<file path="src/logic/timer_io_pkg.sv">
/*
 * Shared constants for the preset interval timer I/O block: timing
 * figures, register offsets, field positions and mode encodings.
 * Assumes a 10 MHz core clock and a plain strobe register port.
 */
package timer_io_pkg;

	localparam int unsigned CLK_HZ = 10_000_000;

	// minimum accepted input widths, in microseconds
	localparam int unsigned WIDTH_SHORT_US = 1000;
	localparam int unsigned WIDTH_LONG_US = 20000;
	localparam int unsigned WIDTH_SHORT_CYC =
		(WIDTH_SHORT_US * (CLK_HZ / 1_000_000));
	localparam int unsigned WIDTH_LONG_CYC =
		(WIDTH_LONG_US * (CLK_HZ / 1_000_000));

	// one timing tick of the present value, in microseconds
	localparam int unsigned TICK_US = 1000;
	localparam int unsigned TICK_CYC = (TICK_US * (CLK_HZ / 1_000_000));

	// unit indicator flash half period, in microseconds
	localparam int unsigned FLASH_US = 500000;
	localparam int unsigned FLASH_CYC = (FLASH_US * (CLK_HZ / 1_000_000));

	localparam int unsigned CNT_W = 24;

	// register offsets
	localparam logic [3:0] REG_CONTROL = 4'h0;
	localparam logic [3:0] REG_SET_VALUE = 4'h1;
	localparam logic [3:0] REG_PRESENT = 4'h2;
	localparam logic [3:0] REG_STATUS = 4'h3;
	localparam logic [3:0] REG_EVENT = 4'h4;
	localparam logic [3:0] REG_MASK = 4'h5;

	// control fields
	localparam int unsigned CTL_MODE_LSB = 0;
	localparam int unsigned CTL_DOWN_BIT = 3;
	localparam int unsigned CTL_WIDTH_BIT = 4;
	localparam int unsigned CTL_LONG_UNIT_BIT = 5;
	localparam int unsigned CTL_KEY_BIT = 6;
	localparam logic [7:0] CTL_RESET = 8'h00;

	localparam logic [CNT_W-1:0] SET_RESET = 24'h0003E8;

	// event bits
	localparam int unsigned EV_UP = 0;
	localparam int unsigned EV_RESET = 1;
	localparam int unsigned EV_START = 2;
	localparam int unsigned EV_W = 3;

	typedef enum logic [2:0] {
		MODE_A = 3'b000,
		MODE_A2 = 3'b001,
		MODE_A3 = 3'b010,
		MODE_E = 3'b011,
		MODE_F = 3'b100,
		MODE_S = 3'b101
	} mode_t;

endpackage : timer_io_pkg

</file>
<file path="src/logic/input_filter.sv">
/*
 * Synchroniser and width filter for one contact input.
 * Assumes an asynchronous level input; the minimum width in cycles is
 * chosen by the caller and may change only between input edges.
 */
`timescale 1ns/1ps
module input_filter #(
	parameter int unsigned CW = 18
) (
	input wire logic clk_i,
	input wire logic rst_i,
	input wire logic raw_i,
	input wire logic [CW-1:0] width_i,
	output logic level_o
);
	logic sync_a;
	logic sync_b;
	logic sync_c;
	logic [CW-1:0] stable;
	logic [CW-1:0] next_stable;
	logic level;
	logic next_level;

	always_comb begin
		next_stable = stable;
		next_level = level;
		// a change counts once second and third stages agree
		if (sync_b != sync_c || sync_c == level) begin
			next_stable = '0;
		end else if (stable + CW'(1) >= width_i) begin
			next_level = sync_c;
			next_stable = '0;
		end else begin
			next_stable = stable + CW'(1);
		end
	end

	always_ff @(posedge clk_i) begin
		if (rst_i) begin
			sync_a <= 1'b0;
			sync_b <= 1'b0;
			sync_c <= 1'b0;
			stable <= '0;
			level <= 1'b0;
		end else begin
			sync_a <= raw_i;
			sync_b <= sync_a;
			sync_c <= sync_b;
			stable <= next_stable;
			level <= next_level;
		end
	end

	assign level_o = level;
endmodule : input_filter

</file>
<file path="src/logic/preset_interval_timer_io.sv">
/*
 * Preset interval timer I/O core: filtered start, reset and gate
 * inputs, present value counter, control output, indicators, register
 * port and interrupt. Assumes 10 MHz clk_i and contact inputs that are
 * asynchronous and active high after level shifting.
 */
// Added by the designer: the placing of the registers and the strobed register port.
`timescale 1ns/1ps
module preset_interval_timer_io #(
	parameter int unsigned WIDTH_SHORT = timer_io_pkg::WIDTH_SHORT_CYC,
	parameter int unsigned WIDTH_LONG = timer_io_pkg::WIDTH_LONG_CYC,
	parameter int unsigned TICK = timer_io_pkg::TICK_CYC,
	parameter int unsigned FLASH = timer_io_pkg::FLASH_CYC
) (
	input wire logic clk_i,
	input wire logic rst_i,
	input wire logic start_i,
	input wire logic reset_in_i,
	input wire logic gate_i,
	input wire logic reset_key_i,
	input wire logic [3:0] addr_i,
	input wire logic [31:0] wdata_i,
	input wire logic wr_i,
	input wire logic rd_i,
	output logic [31:0] rdata_o,
	output logic control_out_o,
	output logic reset_led_o,
	output logic unit_led_o,
	output logic irq_o
);
	localparam int unsigned FW = 18;
	localparam int unsigned TW = 24;
	localparam int unsigned CW = timer_io_pkg::CNT_W;

	logic [7:0] control;
	logic [CW-1:0] set_value;
	logic [CW-1:0] present;
	logic [timer_io_pkg::EV_W-1:0] events;
	logic [timer_io_pkg::EV_W-1:0] mask;
	logic running;
	logic out_on;
	logic start_d;
	logic reset_d;
	logic [TW-1:0] tick_cnt;
	logic [TW-1:0] flash_cnt;
	logic flash_ph;
	logic [31:0] rdata;

	logic [7:0] next_control;
	logic [CW-1:0] next_set_value;
	logic [CW-1:0] next_present;
	logic [timer_io_pkg::EV_W-1:0] next_events;
	logic [timer_io_pkg::EV_W-1:0] next_mask;
	logic next_running;
	logic next_out_on;
	logic [TW-1:0] next_tick_cnt;
	logic [TW-1:0] next_flash_cnt;
	logic next_flash_ph;
	logic [31:0] next_rdata;

	logic start_lvl;
	logic reset_lvl;
	logic gate_lvl;
	logic key_lvl;
	logic [FW-1:0] width_sel;
	timer_io_pkg::mode_t mode;
	logic count_down;
	logic reset_any;
	logic start_rise;
	logic reset_rise;
	logic inhibit_mode;
	logic tick;
	logic reached;
	logic timing;
	logic [timer_io_pkg::EV_W-1:0] ev_set;

	assign mode = timer_io_pkg::mode_t'(control[timer_io_pkg::CTL_MODE_LSB +: 3]);
	assign count_down = control[timer_io_pkg::CTL_DOWN_BIT];
	// a longer width trades reset response for contact bounce immunity
	assign width_sel = control[timer_io_pkg::CTL_WIDTH_BIT] ?
		FW'(WIDTH_LONG) : FW'(WIDTH_SHORT);

	// one filter per input; all four share the selected width
	for (genvar i = 0; i < 4; i++) begin : g_in
		logic raw;
		logic lvl;
		assign raw = (i == 0) ? start_i : (i == 1) ? reset_in_i :
			(i == 2) ? gate_i : reset_key_i;
		input_filter #(
			.CW(FW)
		) u_filt (
			.clk_i(clk_i),
			.rst_i(rst_i),
			.raw_i(raw),
			.width_i(width_sel),
			.level_o(lvl)
		);
	end
	assign start_lvl = g_in[0].lvl;
	assign reset_lvl = g_in[1].lvl;
	assign gate_lvl = g_in[2].lvl;
	assign key_lvl = g_in[3].lvl & control[timer_io_pkg::CTL_KEY_BIT];

	assign reset_any = reset_lvl | key_lvl;
	assign start_rise = start_lvl & ~start_d;
	assign reset_rise = reset_any & ~reset_d;
	assign inhibit_mode = (mode == timer_io_pkg::MODE_A2) ||
		(mode == timer_io_pkg::MODE_A3);
	assign tick = (tick_cnt == TW'(TICK - 1));
	assign reached = count_down ? (present == '0) : (present >= set_value);
	assign timing = running & ~gate_lvl & ~reset_any &
		~(inhibit_mode & start_lvl) & ~reached;

	always_comb begin
		next_running = running;
		next_out_on = out_on;
		next_present = present;
		next_tick_cnt = timing ? (tick ? '0 : tick_cnt + TW'(1)) : tick_cnt;
		ev_set = '0;
		if (reset_any) begin
			// reset overrides gate and start
			next_present = count_down ? set_value : '0;
			next_out_on = 1'b0;
			next_tick_cnt = '0;
			next_running = inhibit_mode;
		end else begin
			unique case (mode)
			timer_io_pkg::MODE_A2, timer_io_pkg::MODE_A3: begin
				next_running = 1'b1;
			end
			timer_io_pkg::MODE_S: begin
				if (start_rise) begin
					next_running = ~running;
				end
			end
			timer_io_pkg::MODE_E: begin
				if (start_rise) begin
					next_running = 1'b1;
					next_present = count_down ? set_value : '0;
				end
			end
			default: begin
				if (start_rise) begin
					next_running = 1'b1;
				end
			end
			endcase
			if (timing && tick) begin
				next_present = count_down ? present - CW'(1) :
					present + CW'(1);
			end
			// interval mode: on while running, off at set value counting up or at zero counting down
			if (mode == timer_io_pkg::MODE_E) begin
				next_out_on = next_running & ~reached;
			end else if (reached) begin
				next_out_on = 1'b1;
			end
			if (next_out_on && !out_on) begin
				ev_set[timer_io_pkg::EV_UP] = 1'b1;
			end
			if (start_rise) begin
				ev_set[timer_io_pkg::EV_START] = 1'b1;
			end
		end
		if (reset_rise) begin
			ev_set[timer_io_pkg::EV_RESET] = 1'b1;
		end
	end

	always_comb begin
		next_flash_cnt = flash_cnt;
		next_flash_ph = flash_ph;
		if (!control[timer_io_pkg::CTL_LONG_UNIT_BIT] || !timing) begin
			next_flash_cnt = '0;
			next_flash_ph = 1'b1;
		end else if (flash_cnt == TW'(FLASH - 1)) begin
			next_flash_cnt = '0;
			next_flash_ph = ~flash_ph;
		end else begin
			next_flash_cnt = flash_cnt + TW'(1);
		end
	end

	always_comb begin
		next_control = control;
		next_set_value = set_value;
		next_mask = mask;
		next_events = events;
		next_rdata = '0;
		if (wr_i) begin
			unique case (addr_i)
			timer_io_pkg::REG_CONTROL: next_control = wdata_i[7:0];
			timer_io_pkg::REG_SET_VALUE: next_set_value = wdata_i[CW-1:0];
			timer_io_pkg::REG_EVENT:
				next_events = events & ~wdata_i[timer_io_pkg::EV_W-1:0];
			timer_io_pkg::REG_MASK:
				next_mask = wdata_i[timer_io_pkg::EV_W-1:0];
			default: ;
			endcase
		end
		// set wins over a clear in the same cycle
		next_events = next_events | ev_set;
		if (rd_i) begin
			unique case (addr_i)
			timer_io_pkg::REG_CONTROL: next_rdata = {24'h000000, control};
			timer_io_pkg::REG_SET_VALUE: next_rdata = {8'h00, set_value};
			timer_io_pkg::REG_PRESENT: next_rdata = {8'h00, present};
			timer_io_pkg::REG_STATUS:
				next_rdata = {28'h0000000, gate_lvl, reset_any, running,
					out_on};
			timer_io_pkg::REG_EVENT: next_rdata = {29'h0, events};
			timer_io_pkg::REG_MASK: next_rdata = {29'h0, mask};
			default: next_rdata = '0;
			endcase
		end
	end

	always_ff @(posedge clk_i) begin
		if (rst_i) begin
			control <= timer_io_pkg::CTL_RESET;
			set_value <= timer_io_pkg::SET_RESET;
			present <= '0;
			events <= '0;
			mask <= '0;
			running <= 1'b0;
			out_on <= 1'b0;
			start_d <= 1'b0;
			reset_d <= 1'b0;
			tick_cnt <= '0;
			flash_cnt <= '0;
			flash_ph <= 1'b1;
			rdata <= '0;
		end else begin
			control <= next_control;
			set_value <= next_set_value;
			present <= next_present;
			events <= next_events;
			mask <= next_mask;
			running <= next_running;
			out_on <= next_out_on;
			start_d <= start_lvl;
			reset_d <= reset_any;
			tick_cnt <= next_tick_cnt;
			flash_cnt <= next_flash_cnt;
			flash_ph <= next_flash_ph;
			rdata <= next_rdata;
		end
	end

	assign rdata_o = rdata;
	assign control_out_o = out_on;
	assign reset_led_o = reset_any;
	assign unit_led_o = flash_ph;
	assign irq_o = |(events & mask);
endmodule : preset_interval_timer_io

</file>
<file path="config.mk">
export PLATFORM = sky130hd
export DESIGN_NAME = preset_interval_timer_io
export DESIGN_NICKNAME = d
export VERILOG_FILES = /design/src/logic/timer_io_pkg.sv /design/src/logic/input_filter.sv /design/src/logic/preset_interval_timer_io.sv
export SDC_FILE = /design/constraint.sdc
export NUM_CORES = 1
export LEC_CHECK = 0
export BUFFER_PORTS_ARGS = -buffer_cell sky130_fd_sc_hd__buf_2
export CORE_UTILIZATION = 45
export CTS_CLUSTER_SIZE = 8
export DETAILED_ROUTE_END_ITERATION = 6
export GPL_TIMING_DRIVEN = 0
export MAX_ROUTING_LAYER = met4
export PLACE_DENSITY = 0.69
export SYNTH_ARGS = -nofsm -noshare
export SYNTH_HDL_FRONTEND = slang
export SYNTH_SLANG_ARGS = --single-unit
</file>
<file path="constraint.sdc">
create_clock -name clk_i -period 4.4 [get_ports clk_i]
set_input_delay 0.44 -clock clk_i [delete_from_list [all_inputs] [get_ports clk_i]]
set_output_delay 0.44 -clock clk_i [all_outputs]
set_load 0.01 [all_outputs]
</file>
==> impl_metrics.ini <==
[grt]
grt_overflow = 0
grt_use_total_pct = 22.9
grt_pass1_vias = 10300
grt_pass1_wl_um = 51100
grt_max_degree = 28
grt_antenna_before_repair = 0

[flow_run]
cap_viol_max_count = 0

[die]
die-area_sq_um = 28100
row_count = 60
die_h_um = 168
core_sq_um = 27000
start_util_pct = 45.9
io_pins = 80
die_w_um = 168

[power]
p_switching_uw = 967
vdd_drop_max_uv = 244
p_clk_share_pct = 51.4
leakage_nw = 5.35
swShare_pct = 21.3
p_int_mw = 3.58
cellPowerDensity_nw_per_um2 = 324
seqPwrFrac_pct = 45.8
power_mw = 4.54
combPwrFrac_pct = 2.8

[cells_and_area]
multi_input_area_sq_um = 7260
layout-drive-gt1-share_pct = 10.4
design_area_sq_um = 14000
antennaDiodeCount = 0
area_delta_synth_final_pct = 13.6
nets = 1687
seq_area_sq_um = 4550
final_cell_mix = dfxtp_1 (226), nor2_1 (159), nand2_1 (143)
fillers = 2521
layout_commonest_cell = dfxtp_1

[place]
gp_congestion = 0.919
dp_hpwl_um = 22300
place_area_sq_um = 13100
portBuffers = 58

[route]
wl_um = 30900
remaining_drc_errors = 0
vias = 10600
drt_iter0_markers = 698
post_drt_wl_per_cell_um = 16.2
first_pass_iters = 7
avgViaCountPerCell = 5.59
detail-route-antenna-nets = 0

[cts]
root_buffer = clkbuf_16
clockBufferDepth = 3
cts_buffers = 34
cts.sinks = 227
cts-hold-fix-buffers = 0
tritoncts = yes
cts_setup_buffers = 0
worst_skew_pair.late_latency_ns = 0.51
cts_max_level = 2
clk_pin_slew_ns = 0.05

[setup_path]
worstPathMaxFanout = 27
crit_path_start_kind = flip-flop
r2r_end = present[16]
r2r-start = control[3]
crit_end = present[16]
critical_path_class = flip-flop to flip-flop
crit_required_ns = 4.80
arrival_ns = 4.30
end_kind = flip-flop
rr_worst_depth = 10
startpoint = control[3]
rrSetupSlack_ns = 0.50

[yosys]
yosys.area.top_type_share_pct = 36.8
yosys_warnings = 0
synth_area_per_cell_sq_um = 8.47
yosys.cell_types.count = 91
ys_ff_latch = 227
yosys.area.top_type = dfxtp_1
ys.flop_type = dfxtp_1
yosysSeqAreaShare_pct = 36.8
synthCells = 1460
syn_area_sq_um = 12400
synth_edf_count = 0
yosys-top-cells-area = dfxtp_1 (37%), ha_1 (8.2%), xnor2_1 (5.0%), nor2_1 (4.8%), nand2_1 (4.3%)
async_reset_ff_share_pct = 0

[status]
status = finished clean

[timing]
skew_ns = 0.0226
rsz0062_at_grt = false
post-route-period-util_pct = 88.6
final-setup-viol-count = 0
fmax_mhz = 256
finalCriticalPeriod_ns = 3.90
slew-limit-headroom_pct = 23.6
hold_viol = 0
drv_slew = 0
worstMarginPinSlew_ns = 1.13
fin_setup_tns_ns = 0

[worst_hold_path]
worstHoldPathType = input pin to flip-flop
==> critical path, stage by stage, from the launching register on <==
cell and delay (ns):
dfxtp_2 0.70, clkinv_1 0.48, clkbuf_1 0.42, fa_1 0.55
nor2b_1 0.18, o2111ai_1 0.15, a31oi_1 0.35, a221o_1 0.37
a21o_1 0.17, a21oi_1 0.10, a2111oi_2 0.31
==> worst min path at each step <==
stage,startpoint,endpoint,slack [ns],cells after the start
4_1_cts,start_i,g_in[0].u_filt.sync_a,0.14,2
6_report,start_i,g_in[0].u_filt.sync_a,0.16,2
2_1_floorplan,g_in[0].u_filt.sync_a,g_in[0].u_filt.sync_b,0.41,1
3_5_place_dp,g_in[3].u_filt.sync_a,g_in[3].u_filt.sync_b,0.43,1
3_3_place_gp,g_in[1].u_filt.sync_a,g_in[1].u_filt.sync_b,0.43,1
5_1_grt,wdata_i[13],set_value[13],0.17,3
==> flip-flops by register name, summed over array words and instances, names as in the netlist, 3 cells and up <==
register,count
g_in.u_filt.stable,72
flash_cnt,24
present,24
rdata_o,24
set_value,24
tick_cnt,24
control,8
g_in.u_filt.level_o,4
g_in.u_filt.sync_a,4
g_in.u_filt.sync_b,4
g_in.u_filt.sync_c,4
events,3
mask,3
==> cells in the mapped netlist (all sizes together), types with 33 or more instances <==
| library cell | number |
|---|---|
| ha | 81 |
| inv | 61 |
| nand2 | 143 |
| dfxtp | 227 |
| xnor2 | 70 |
| a21oi | 87 |
| nor2b | 51 |
| a211oi | 35 |
| nor2 | 159 |
| xor2 | 53 |
| nand4 | 33 |
| o21ai | 36 |
| nor3 | 49 |
| clkbuf | 41 |
| nand3 | 62 |
==> through the flow <==
stage / hold WS, ns / std cells / setup slack [ns] / utilization [%]
6_report: 0.161 / 1904 / 0.500 / 52.1
5_1_grt: 0.167 / 1904 / 0.270 / 52.1
4_1_cts: 0.142 / 1904 / 0.514 / 52.1
3_5_place_dp: 0.425 / 1866 / 0.0104 / 48.6
3_3_place_gp: 0.426 / 1866 / 0.0232 / 48.6
2_1_floorplan: 0.414 / 1467 / 1.08 / -
==> routing by layer <==
layer	wire, um	GRT usage [%]	up-vias
li1	-	-	5345
met3	1600	3.62	74
met5	0	-	-
met4	837	8.66	0
met2	14500	37.6	259
met1	13900	28.1	4966
==> area by class of cell <==
cell class,count,area share [%]
Multi-Input combinational cell,1108,51.7
Sequential cell,227,32.4
Clock buffer,37,6.59
Tap cell,341,3.04
Buffer,70,2.49
Timing Repair Buffer,58,2.07
Inverter,62,1.66
Clock inverter,1,0.0535
==> power by group through the flow <==
stage          logic [mW]  clock network (mW)  registers [mW]
6_report            0.128                2.33            2.08
5_1_grt             0.139                2.47            2.08
4_1_cts             0.127                2.38            2.08
3_5_place_dp        0.126                   0            2.12
3_3_place_gp        0.124                   0            2.12
2_1_floorplan      0.0767                   0            2.12
==> cell families (layout without fill, tap and decap cells) <==
group                      after synthesis  in the layout  synth area share (%)
and+or+nand+nor                        609            609                  25.3
AOI/OAI and AO/OA                      277            277                  15.4
DFF                                    227            227                  36.8
buffers and inverters                  132            228                  4.72
xor gates and xnor gates               123            123                  8.71
adders and majority gates               82             82                  8.36
muxes                                    9              9                 0.749
other                                    1              8                0.0303
==> what timing repair did <==
action | CTS | global route
gates resized for setup | 1 | 0
hold endpoints to repair | 0 | 0
setup endpoints to repair | 1 | 0
(Power assumes the default switching activity.)
